**config.mk**
```make
export PLATFORM = sky130hd
export DESIGN_NAME = ocs_stage
export DESIGN_NICKNAME = d
export VERILOG_FILES = /design/src/verilog/ocs_cycle_tick.v /design/src/verilog/ocs_phase_cmp.v /design/src/verilog/ocs_stage.v
export VERILOG_INCLUDE_DIRS = /design/src /design/src/verilog
export SDC_FILE = /design/constraint.sdc
export NUM_CORES = 2
export LEC_CHECK = 0
export BUFFER_PORTS_ARGS = -buffer_cell sky130_fd_sc_hd__buf_2
export CAP_MARGIN = 20
export CORE_MARGIN = 2
export CORE_UTILIZATION = 25
export CTS_CLUSTER_SIZE = 12
export DETAILED_ROUTE_END_ITERATION = 7
export SLEW_MARGIN = 10
export SYNTH_ARGS = -nofsm -noshare
export SYNTH_HDL_FRONTEND = slang
export SYNTH_HIERARCHICAL = 1
export SYNTH_SLANG_ARGS = --single-unit
```
**constraint.sdc**
```tcl
create_clock -name clock -period 10.1 [get_ports clock]
set_input_delay 0.505 -clock clock [delete_from_list [all_inputs] [get_ports clock]]
set_output_delay 0.505 -clock clock [all_outputs]
set_load 0.01 [all_outputs]
```
**src/verilog/ocs_map.vh**
```
/*
 * Constants of the phase overcurrent stage: settings, scales, codes.
 * Assumes magnitudes and thresholds in hundredths of nominal current.
 */
`ifndef OCS_MAP_VH
`define OCS_MAP_VH

// Clock rate and program cycle
`define OCS_CLK_MHZ 250
`define OCS_CYCLE_TIME_US 5000
`define OCS_CYCLE_CLKS (`OCS_CLK_MHZ * `OCS_CYCLE_TIME_US)

// Threshold default, 1.20 x In in 0.01 steps
`define OCS_THR_RST 16'h0078
// Reset fraction and its percent base
`define OCS_RESET_PCT 8'h61
`define OCS_PCT_FULL 8'h64
// Harmonic limit in 0.01 % steps, full scale 100.00 %
`define OCS_HARM_FULL 16'h2710
`define OCS_HARM_LIM_RST 16'h0001

// Measured magnitude selection
`define OCS_MAG_FUND 2'h0
`define OCS_MAG_TRMS 2'h1
`define OCS_MAG_PP 2'h2

// Overall stage condition codes
`define OCS_COND_NORMAL 2'h0
`define OCS_COND_START 2'h1
`define OCS_COND_TRIP 2'h2
`define OCS_COND_BLOCKED 2'h3

// Forced status: 0 keeps natural, 1..3 as condition, 8+mask start, 16+mask trip
`define OCS_FORCE_NORMAL 5'h00
`define OCS_FORCE_START 5'h01
`define OCS_FORCE_TRIP 5'h02
`define OCS_FORCE_BLOCKED 5'h03
`define OCS_FORCE_PH_START 2'h1
`define OCS_FORCE_PH_TRIP 2'h2

`endif

```
**src/verilog/ocs_cycle_tick.v**
```verilog
/*
 * Program cycle divider: one-cycle tick every CYCLE_CLKS clocks.
 * Assumes a synchronised active-low reset from the stage top.
 */
module ocs_cycle_tick #(
  parameter CYCLE_CLKS = 1250000
) (
  input wire clock,
  input wire rst_n,
  output reg tick
);
  reg [31:0] count_reg;

  // Free-running divider; tick marks the start of each cycle
  always @(posedge clock or negedge rst_n) begin
    if (!rst_n) begin
      count_reg <= 32'h00000000;
      tick <= 1'b0;
    end else if (count_reg >= CYCLE_CLKS - 1) begin
      count_reg <= 32'h00000000;
      tick <= 1'b1;
    end else begin
      count_reg <= count_reg + 32'h00000001;
      tick <= 1'b0;
    end
  end
endmodule

```
**src/verilog/ocs_phase_cmp.v**
```verilog
/*
 * One phase pick-up comparator with fixed reset ratio.
 * Assumes magnitude and threshold in the same 0.01 x In unit.
 */
`include "ocs_map.vh"
module ocs_phase_cmp #(
  parameter W = 16
) (
  input wire clock,
  input wire rst_n,
  input wire tick,
  input wire [W-1:0] mag,
  input wire [W-1:0] thr,
  output reg pickup
);
  wire [W+7:0] mag_pct;
  wire [W+7:0] thr_pct;
  wire [W+7:0] rel_pct;

  // Scaled so 97 % compares without a divider
  assign mag_pct = {8'h00, mag} * {{W{1'b0}}, `OCS_PCT_FULL};
  assign thr_pct = {8'h00, thr} * {{W{1'b0}}, `OCS_PCT_FULL};
  assign rel_pct = {8'h00, thr} * {{W{1'b0}}, `OCS_RESET_PCT};

  // Set above threshold, clear only below 97 % of it
  always @(posedge clock or negedge rst_n) begin
    if (!rst_n) begin
      pickup <= 1'b0;
    end else if (tick) begin
      if (mag_pct > thr_pct) begin
        pickup <= 1'b1;
      end else if (mag_pct < rel_pct) begin
        pickup <= 1'b0;
      end
    end
  end
endmodule

```
**src/verilog/ocs_stage.v**
```verilog
/*
 * Non-directional phase overcurrent stage: pick-up, blocking, timer,
 * forcing, operating-time reports and current ratio.
 * Assumes magnitudes arrive every program cycle, and the operating
 * delay comes from an outside time characteristic in cycle units.
 */
`include "ocs_map.vh"
// Operation
// - General configuration static, ignores group switching.
// - Remote threshold write only when permitted.
// - Forcing overrides status; default normal.
// - Select fundamental, true RMS or peak-to-peak.
// - Pick-up when any phase exceeds threshold.
// - Release only below 97 % of threshold.
// - One threshold, 0.01 steps, default 1.20.
// - Setting groups change parameters while running.
// - Overall condition: normal, start, trip, blocked.
// - Per-phase start and trip condition.
// - Expected operating time in 5 ms steps.
// - Remaining time to trip in 5 ms steps.
// - Ratio of highest current to threshold.
// - Sample external block once per cycle.
// - Unblocked pick-up raises start, starts timer.
// - Blocked pick-up raises blocked, nothing more.
// - Late block runs release, then clears start.
// - Optional inrush block inhibits trip only.
// - Inrush when harmonic ratio reaches limit.
module ocs_stage #(
  parameter W = 16,
  parameter TW = 19,
  parameter CYCLE_CLKS = `OCS_CYCLE_CLKS
) (
  input wire clock,
  input wire rst_n,
  input wire [3*W-1:0] fund_mag,
  input wire [3*W-1:0] trms_mag,
  input wire [3*W-1:0] pp_mag,
  input wire [3*W-1:0] harm2_mag,
  input wire block_in,
  input wire cfg_write,
  input wire cfg_remote_allow,
  input wire cfg_force_enable,
  input wire [4:0] cfg_forced_status_select,
  input wire [1:0] cfg_mag_select,
  input wire cfg_inrush_enable,
  input wire [W-1:0] cfg_inrush_limit,
  input wire grp_load,
  input wire [W-1:0] grp_threshold,
  input wire [TW-1:0] op_delay,
  input wire [TW-1:0] release_delay,
  input wire remote_write,
  input wire [W-1:0] remote_threshold,
  output reg [1:0] stage_condition,
  output reg [2:0] phase_start,
  output reg [2:0] phase_trip,
  output reg [W-1:0] threshold,
  output reg [W-1:0] max_mag,
  output reg [TW-1:0] expected_time,
  output reg [TW+1:0] remaining_time,
  output reg [19:0] current_ratio,
  output reg inrush_active
);
  // One-hot stage states
  localparam [4:0] ST_NORMAL = 5'h01;
  localparam [4:0] ST_START = 5'h02;
  localparam [4:0] ST_TRIP = 5'h04;
  localparam [4:0] ST_BLOCKED = 5'h08;
  localparam [4:0] ST_RELEASE = 5'h10;
  localparam [TW-1:0] CNT_ONE = 1;

  reg rst_meta_reg;
  reg rst_sync_reg;
  reg remote_allow_reg;
  reg force_enable_reg;
  reg [4:0] force_sel_reg;
  reg [1:0] mag_sel_reg;
  reg inrush_enable_reg;
  reg [W-1:0] inrush_limit_reg;
  reg block_reg;
  reg [4:0] state_reg;
  reg [4:0] state_next;
  reg [TW-1:0] op_count_reg;
  reg [TW-1:0] op_count_next;
  reg [TW-1:0] rel_count_reg;
  reg [TW-1:0] rel_count_next;
  reg [2:0] start_ph_reg;
  reg [2:0] start_ph_next;
  reg tick_d_reg;
  reg [23:0] dvd_reg;
  reg [W:0] rem_reg;
  reg [19:0] quo_reg;
  reg [4:0] div_step_reg;
  reg div_busy_reg;
  reg [1:0] cond_raw;
  reg [2:0] ph_start_raw;
  reg [2:0] ph_trip_raw;
  reg [W-1:0] max_now;
  reg inrush_now;
  wire tick;
  wire [2:0] pickup;
  wire [3*W-1:0] sel_mag;
  wire any_pickup;
  wire timer_done;
  wire release_done;
  wire [W+1:0] rem_shift;
  wire [W+1:0] thr_ext;
  integer i;

  // Pick one phase magnitude from the selected source
  function [W-1:0] mag_pick;
    input [1:0] sel;
    input [W-1:0] f;
    input [W-1:0] t;
    input [W-1:0] p;
    begin
      case (sel)
        `OCS_MAG_TRMS: mag_pick = t;
        `OCS_MAG_PP: mag_pick = p;
        default: mag_pick = f;
      endcase
    end
  endfunction

  // Asynchronous assert, two-flop release of reset
  always @(posedge clock or negedge rst_n) begin
    if (!rst_n) begin
      rst_meta_reg <= 1'b0;
      rst_sync_reg <= 1'b0;
    end else begin
      rst_meta_reg <= 1'b1;
      rst_sync_reg <= rst_meta_reg;
    end
  end

  ocs_cycle_tick #(
    .CYCLE_CLKS(CYCLE_CLKS)
  ) u_tick (
    .clock(clock),
    .rst_n(rst_sync_reg),
    .tick(tick)
  );

  // Per-phase magnitude selection and hysteresis comparator
  genvar g;
  generate
    for (g = 0; g < 3; g = g + 1) begin : gen_phase
      assign sel_mag[g*W +: W] = mag_pick(mag_sel_reg,
        fund_mag[g*W +: W], trms_mag[g*W +: W],
        pp_mag[g*W +: W]);
      ocs_phase_cmp #(
        .W(W)
      ) u_cmp (
        .clock(clock),
        .rst_n(rst_sync_reg),
        .tick(tick),
        .mag(sel_mag[g*W +: W]),
        .thr(threshold),
        .pickup(pickup[g])
      );
    end
  endgenerate

  assign any_pickup = |pickup;

  // Static settings only move on an explicit configuration write
  always @(posedge clock or negedge rst_sync_reg) begin
    if (!rst_sync_reg) begin
      remote_allow_reg <= 1'b0;
      force_enable_reg <= 1'b0;
      force_sel_reg <= `OCS_FORCE_NORMAL;
      mag_sel_reg <= `OCS_MAG_FUND;
      inrush_enable_reg <= 1'b0;
      inrush_limit_reg <= `OCS_HARM_LIM_RST;
    end else if (cfg_write) begin
      remote_allow_reg <= cfg_remote_allow;
      force_enable_reg <= cfg_force_enable;
      force_sel_reg <= cfg_forced_status_select;
      mag_sel_reg <= cfg_mag_select;
      inrush_enable_reg <= cfg_inrush_enable;
      inrush_limit_reg <= cfg_inrush_limit;
    end
  end

  // Threshold: group load or permitted remote write, no restart
  always @(posedge clock or negedge rst_sync_reg) begin
    if (!rst_sync_reg) begin
      threshold <= `OCS_THR_RST;
    end else if (remote_write && remote_allow_reg) begin
      threshold <= remote_threshold;
    end else if (grp_load) begin
      threshold <= grp_threshold;
    end
  end

  // Highest phase current and second-harmonic test on all phases
  always @* begin
    max_now = sel_mag[W-1:0];
    inrush_now = 1'b0;
    for (i = 0; i < 3; i = i + 1) begin
      if (sel_mag[i*W +: W] > max_now) begin
        max_now = sel_mag[i*W +: W];
      end
      // Full-width products; an idle phase with no current is no inrush
      if (fund_mag[i*W +: W] != {W{1'b0}} &&
        {{W{1'b0}}, harm2_mag[i*W +: W]} * {{W{1'b0}}, `OCS_HARM_FULL} >=
        {{W{1'b0}}, inrush_limit_reg} * {{W{1'b0}}, fund_mag[i*W +: W]}) begin
        inrush_now = 1'b1;
      end
    end
  end

  // Sample block, inrush and peak current at each cycle start
  always @(posedge clock or negedge rst_sync_reg) begin
    if (!rst_sync_reg) begin
      block_reg <= 1'b0;
      inrush_active <= 1'b0;
      max_mag <= {W{1'b0}};
      tick_d_reg <= 1'b0;
    end else begin
      tick_d_reg <= tick;
      if (tick) begin
        block_reg <= block_in;
        inrush_active <= inrush_enable_reg & inrush_now;
        max_mag <= max_now;
      end
    end
  end

  // Timer expiry; inrush holds the stage in start, never trips
  assign timer_done = (op_count_reg + CNT_ONE >= op_delay);
  assign release_done = (rel_count_reg + CNT_ONE >= release_delay);

  // Stage sequence, evaluated one clock after each cycle tick
  always @* begin
    state_next = state_reg;
    op_count_next = op_count_reg;
    rel_count_next = rel_count_reg;
    start_ph_next = start_ph_reg;
    case (state_reg)
      ST_NORMAL: begin
        op_count_next = {TW{1'b0}};
        rel_count_next = {TW{1'b0}};
        start_ph_next = 3'h0;
        if (any_pickup && block_reg) begin
          state_next = ST_BLOCKED;
        end else if (any_pickup) begin
          state_next = ST_START;
          start_ph_next = pickup;
        end
      end
      ST_BLOCKED: begin
        if (!any_pickup) begin
          state_next = ST_NORMAL;
        end else if (!block_reg) begin
          state_next = ST_START;
          start_ph_next = pickup;
        end
      end
      ST_START: begin
        rel_count_next = {TW{1'b0}};
        if (block_reg || !any_pickup) begin
          state_next = ST_RELEASE;
        end else begin
          start_ph_next = pickup;
          if (timer_done && !inrush_active) begin
            state_next = ST_TRIP;
          end else if (!timer_done) begin
            op_count_next = op_count_reg + CNT_ONE;
          end
        end
      end
      ST_TRIP: begin
        start_ph_next = pickup;
        if (block_reg || !any_pickup) begin
          state_next = ST_NORMAL;
        end
      end
      ST_RELEASE: begin
        if (any_pickup && !block_reg) begin
          state_next = ST_START;
          start_ph_next = pickup;
        end else if (release_done) begin
          state_next = ST_NORMAL;
        end else begin
          rel_count_next = rel_count_reg + CNT_ONE;
        end
      end
      default: begin
        state_next = ST_NORMAL;
      end
    endcase
  end

  // Stage state; the timer is held while start is released
  always @(posedge clock or negedge rst_sync_reg) begin
    if (!rst_sync_reg) begin
      state_reg <= ST_NORMAL;
      op_count_reg <= {TW{1'b0}};
      rel_count_reg <= {TW{1'b0}};
      start_ph_reg <= 3'h0;
    end else if (tick_d_reg) begin
      state_reg <= state_next;
      op_count_reg <= op_count_next;
      rel_count_reg <= rel_count_next;
      start_ph_reg <= start_ph_next;
    end
  end

  // Natural condition, then forcing on top of it
  always @* begin
    cond_raw = `OCS_COND_NORMAL;
    ph_start_raw = 3'h0;
    ph_trip_raw = 3'h0;
    case (state_reg)
      ST_START, ST_RELEASE: begin
        cond_raw = `OCS_COND_START;
        ph_start_raw = start_ph_reg;
      end
      ST_TRIP: begin
        cond_raw = `OCS_COND_TRIP;
        ph_trip_raw = start_ph_reg;
      end
      ST_BLOCKED: begin
        cond_raw = `OCS_COND_BLOCKED;
      end
      default: begin
        cond_raw = `OCS_COND_NORMAL;
      end
    endcase
    if (force_enable_reg && force_sel_reg != `OCS_FORCE_NORMAL) begin
      ph_start_raw = 3'h0;
      ph_trip_raw = 3'h0;
      if (force_sel_reg[4:3] == `OCS_FORCE_PH_START) begin
        cond_raw = `OCS_COND_START;
        ph_start_raw = force_sel_reg[2:0];
      end else if (force_sel_reg[4:3] == `OCS_FORCE_PH_TRIP) begin
        cond_raw = `OCS_COND_TRIP;
        ph_trip_raw = force_sel_reg[2:0];
      end else if (force_sel_reg == `OCS_FORCE_START) begin
        cond_raw = `OCS_COND_START;
        ph_start_raw = 3'h7;
      end else if (force_sel_reg == `OCS_FORCE_TRIP) begin
        cond_raw = `OCS_COND_TRIP;
        ph_trip_raw = 3'h7;
      end else begin
        cond_raw = `OCS_COND_BLOCKED;
      end
    end
  end

  // Registered condition and time reports
  always @(posedge clock or negedge rst_sync_reg) begin
    if (!rst_sync_reg) begin
      stage_condition <= `OCS_COND_NORMAL;
      phase_start <= 3'h0;
      phase_trip <= 3'h0;
      expected_time <= {TW{1'b0}};
      remaining_time <= {(TW+2){1'b0}};
    end else begin
      stage_condition <= cond_raw;
      phase_start <= ph_start_raw;
      phase_trip <= ph_trip_raw;
      expected_time <= op_delay;
      // Signed, so a delay shortened mid-fault shows as negative
      if (state_reg == ST_START || state_reg == ST_RELEASE) begin
        remaining_time <= {2'b00, op_delay} -
          {2'b00, op_count_reg};
      end else begin
        remaining_time <= {(TW+2){1'b0}};
      end
    end
  end

  // Ratio by restoring division, 24 steps per cycle; slow but small
  assign rem_shift = {rem_reg, dvd_reg[23]};
  assign thr_ext = {2'b00, threshold};

  always @(posedge clock or negedge rst_sync_reg) begin
    if (!rst_sync_reg) begin
      dvd_reg <= 24'h000000;
      rem_reg <= {(W+1){1'b0}};
      quo_reg <= 20'h00000;
      div_step_reg <= 5'h00;
      div_busy_reg <= 1'b0;
      current_ratio <= 20'h00000;
    end else if (tick_d_reg) begin
      dvd_reg <= {8'h00, max_mag} * {{W{1'b0}}, `OCS_PCT_FULL};
      rem_reg <= {(W+1){1'b0}};
      quo_reg <= 20'h00000;
      div_step_reg <= 5'h00;
      div_busy_reg <= (threshold != {W{1'b0}});
    end else if (div_busy_reg) begin
      dvd_reg <= {dvd_reg[22:0], 1'b0};
      if (rem_shift >= thr_ext) begin
        rem_reg <= rem_shift[W:0] - {1'b0, threshold};
        quo_reg <= {quo_reg[18:0], 1'b1};
      end else begin
        rem_reg <= rem_shift[W:0];
        quo_reg <= {quo_reg[18:0], 1'b0};
      end
      div_step_reg <= div_step_reg + 5'h01;
      if (div_step_reg == 5'h17) begin
        div_busy_reg <= 1'b0;
        current_ratio <= (rem_shift >= thr_ext) ?
          {quo_reg[18:0], 1'b1} : {quo_reg[18:0], 1'b0};
      end
    end
  end
endmodule

```
==> results.cfg <==
[logic_synthesis]
synth_edf_count = 0
async_flop_share_pct = 100.0
ys_top_cells_by_count = inv_1, ha_1, fa_1
netlist.area_leader.share_pct = 23.86
syn_area_um2 = 68160
syn_avg_cell_area_um2 = 8.654
synthCells = 7877
synth_ff_type = dfrtp_1
ys_types = 96
synth.most_common_cell = inv_1
ys_ff_latch = 276
synth_top_area_cell = ha_1
yosys_warnings = 6
synth_area_leaders = ha_1, fa_1, dfrtp_1
ys_seq_area_share_pct = 10.14

[timing]
worst_slack_ps = 1114
drv_slew = 0
post-route-period-util_pct = 88.97
worst_pin_slew_ps = 1136
hold_viol_final = 0
finalClockSkew_ps = 22.44
maxSlewHeadroom_pct = 23.46
period_minus_slack_ps = 8986
finalSetupTns_ps = 0
rsz0062_at_grt = false
finalSetupViolations = 0
max_freq_mhz = 111.3

[worst_setup_path]
end_kind = flip-flop
reg2reg_depth = 28
r2r_slack_ps = 1110
worstSetupStartpointType = flip-flop
worstPathRequired_ps = 10630
critPathMostFrequentCell = fa_1
critPathMaxStageDelay_ps = 910
worst_path_max_delay_cell = dfrtp_2
crit_type = reg2reg
arrival_ps = 9510
crit_fanout = 38
reg2reg_from = inrush_limit_reg[6]
rr_endpoint = inrush_active

[final_layout]
stdcell_count = 11754
final_nets = 10526
largest_reg_flops = 32
drive_above_1_share_pct = 7.999
fillers = 29117
syn2layout_area_growth_pct = 10.98

[placement]
port_buffers = 394
dp_cells = 11663
dpl_worst_slack_ps = 1284
hpwl_um = 158200
gp_congestion = 0.9149

[die]
fp-row-count = 191
die_area_um2 = 276900
die_h_um = 526.2
pin_count = 395
start_util_pct = 25.15
design.core.area_um2 = 271000
die_x_um = 526.2

[clock_tree]
htree_levels = 2
cts_num_sinks = 276
post_cts_resized = 0
clk_latency_ps = 590
post_cts_buffers = 0
clock-root-buffer = clkbuf_16
cts_max_path_buffers = 3
tritoncts = yes
clk_pin_slew_ps = 60
cts-buffers-inserted = 37
ctsHoldBuffers = 1

[outcome]
status = completed

[run]
maxCapViolations = 0

[drt]
first_pass_iters = 5
wirelength_um = 189400
drc = 0
drt-initial-drc-count = 2540
ant_nets = 0
vias = 53940
vias_per_cell = 4.589
wl_per_cell_um = 16.12

[min_path]
min_from = op_delay[1]
hold_depth = 1
whs_endpoint = expected_time[1]
hold_path.class = in2reg

[global_routing]
grt_use_total_pct = 13.56
grt_max_degree = 85
grt_pass1_wl_um = 301200
grt_antenna_before_repair = 74
grt.overflow.total = 0
grt_pass1_vias = 54345
cell usage in the layout, fill, tap and decap left out, types with 97 or more instances in the layout:
cell     instances
a21o_1          97
ha_1          1299
o21ai_0        260
xnor2_1        209
and2_1         385
fa_1           796
nand3_1        103
nand2_1        730
a21oi_1        259
nor3_1         114
inv_1         1545
nor2_1         330
dfrtp_1        255
xor2_1         136
buf_2          394
cells by family (layout without fill, tap and decap cells):
kind of cell / after synthesis / count (layout) / share of synthesized area, %
multiplexers: 140 / 140 / 2.153
buffers and inverters: 1803 / 2080 / 9.989
AO/OA/AOI/OAI: 1145 / 1145 / 11.07
adder cells (fa/ha/maj): 2096 / 2096 / 47.24
flip-flops: 276 / 276 / 10.14
XOR/XNOR: 345 / 345 / 4.433
other: 2 / 32 / 0.01102
AND/OR/NAND/NOR: 2070 / 2070 / 14.96
through the flow:
step                area (um2)  utilization [%]  hold slack [ps]
global placement         74200            27.38            293.3
detailed placement       74200            27.38            291.1
CTS                      75560            27.88            26.76
global route             75630            27.91            33.83
floorplan                68200                -            209.4
finish                   75650            27.91            70.43
cell type report:
type	count	area (um2)	area share [%]
multi-input combinational	5808	54500	72.05
sequential	276	6940	9.175
inverter	1546	5803	7.671
tap	3570	4467	5.905
timing repair buffer	467	2537	3.354
clock buffer	50	1025	1.355
clock inverter	17	322.8	0.4267
antenna	20	50.05	0.06616
routing by layer:
metal  GRT usage (%)  wire length (um)
met1           17.05             81990
met2           23.50             90390
met3           1.927              8872
met4           4.827              7908
met5               0               263
worst max path at each step:
| stage | from | endpoint | slack [ps] |
|---|---|---|---|
| finish | inrush_limit_reg[6] | inrush_active | 1110 |
| floorplan | rst_sync_reg | block_reg | 1850 |
| global placement | inrush_limit_reg[6] | inrush_active | 1310 |
| CTS | inrush_limit_reg[6] | inrush_active | 1170 |
| global route | inrush_limit_reg[6] | inrush_active | 750 |
| detailed placement | inrush_limit_reg[6] | inrush_active | 1280 |
worst max-delay path: cells and delay by family, from the launching register on:
family / cells / cell delay [ps]
flops: 1 / 910
compound gates: 12 / 3480
fa+ha+maj: 8 / 3470
simple gates: 3 / 470
buf+inv: 5 / 570
Power is not shown: default switching activity piles up to over one toggle a cycle in this logic, so the estimate is an artifact.
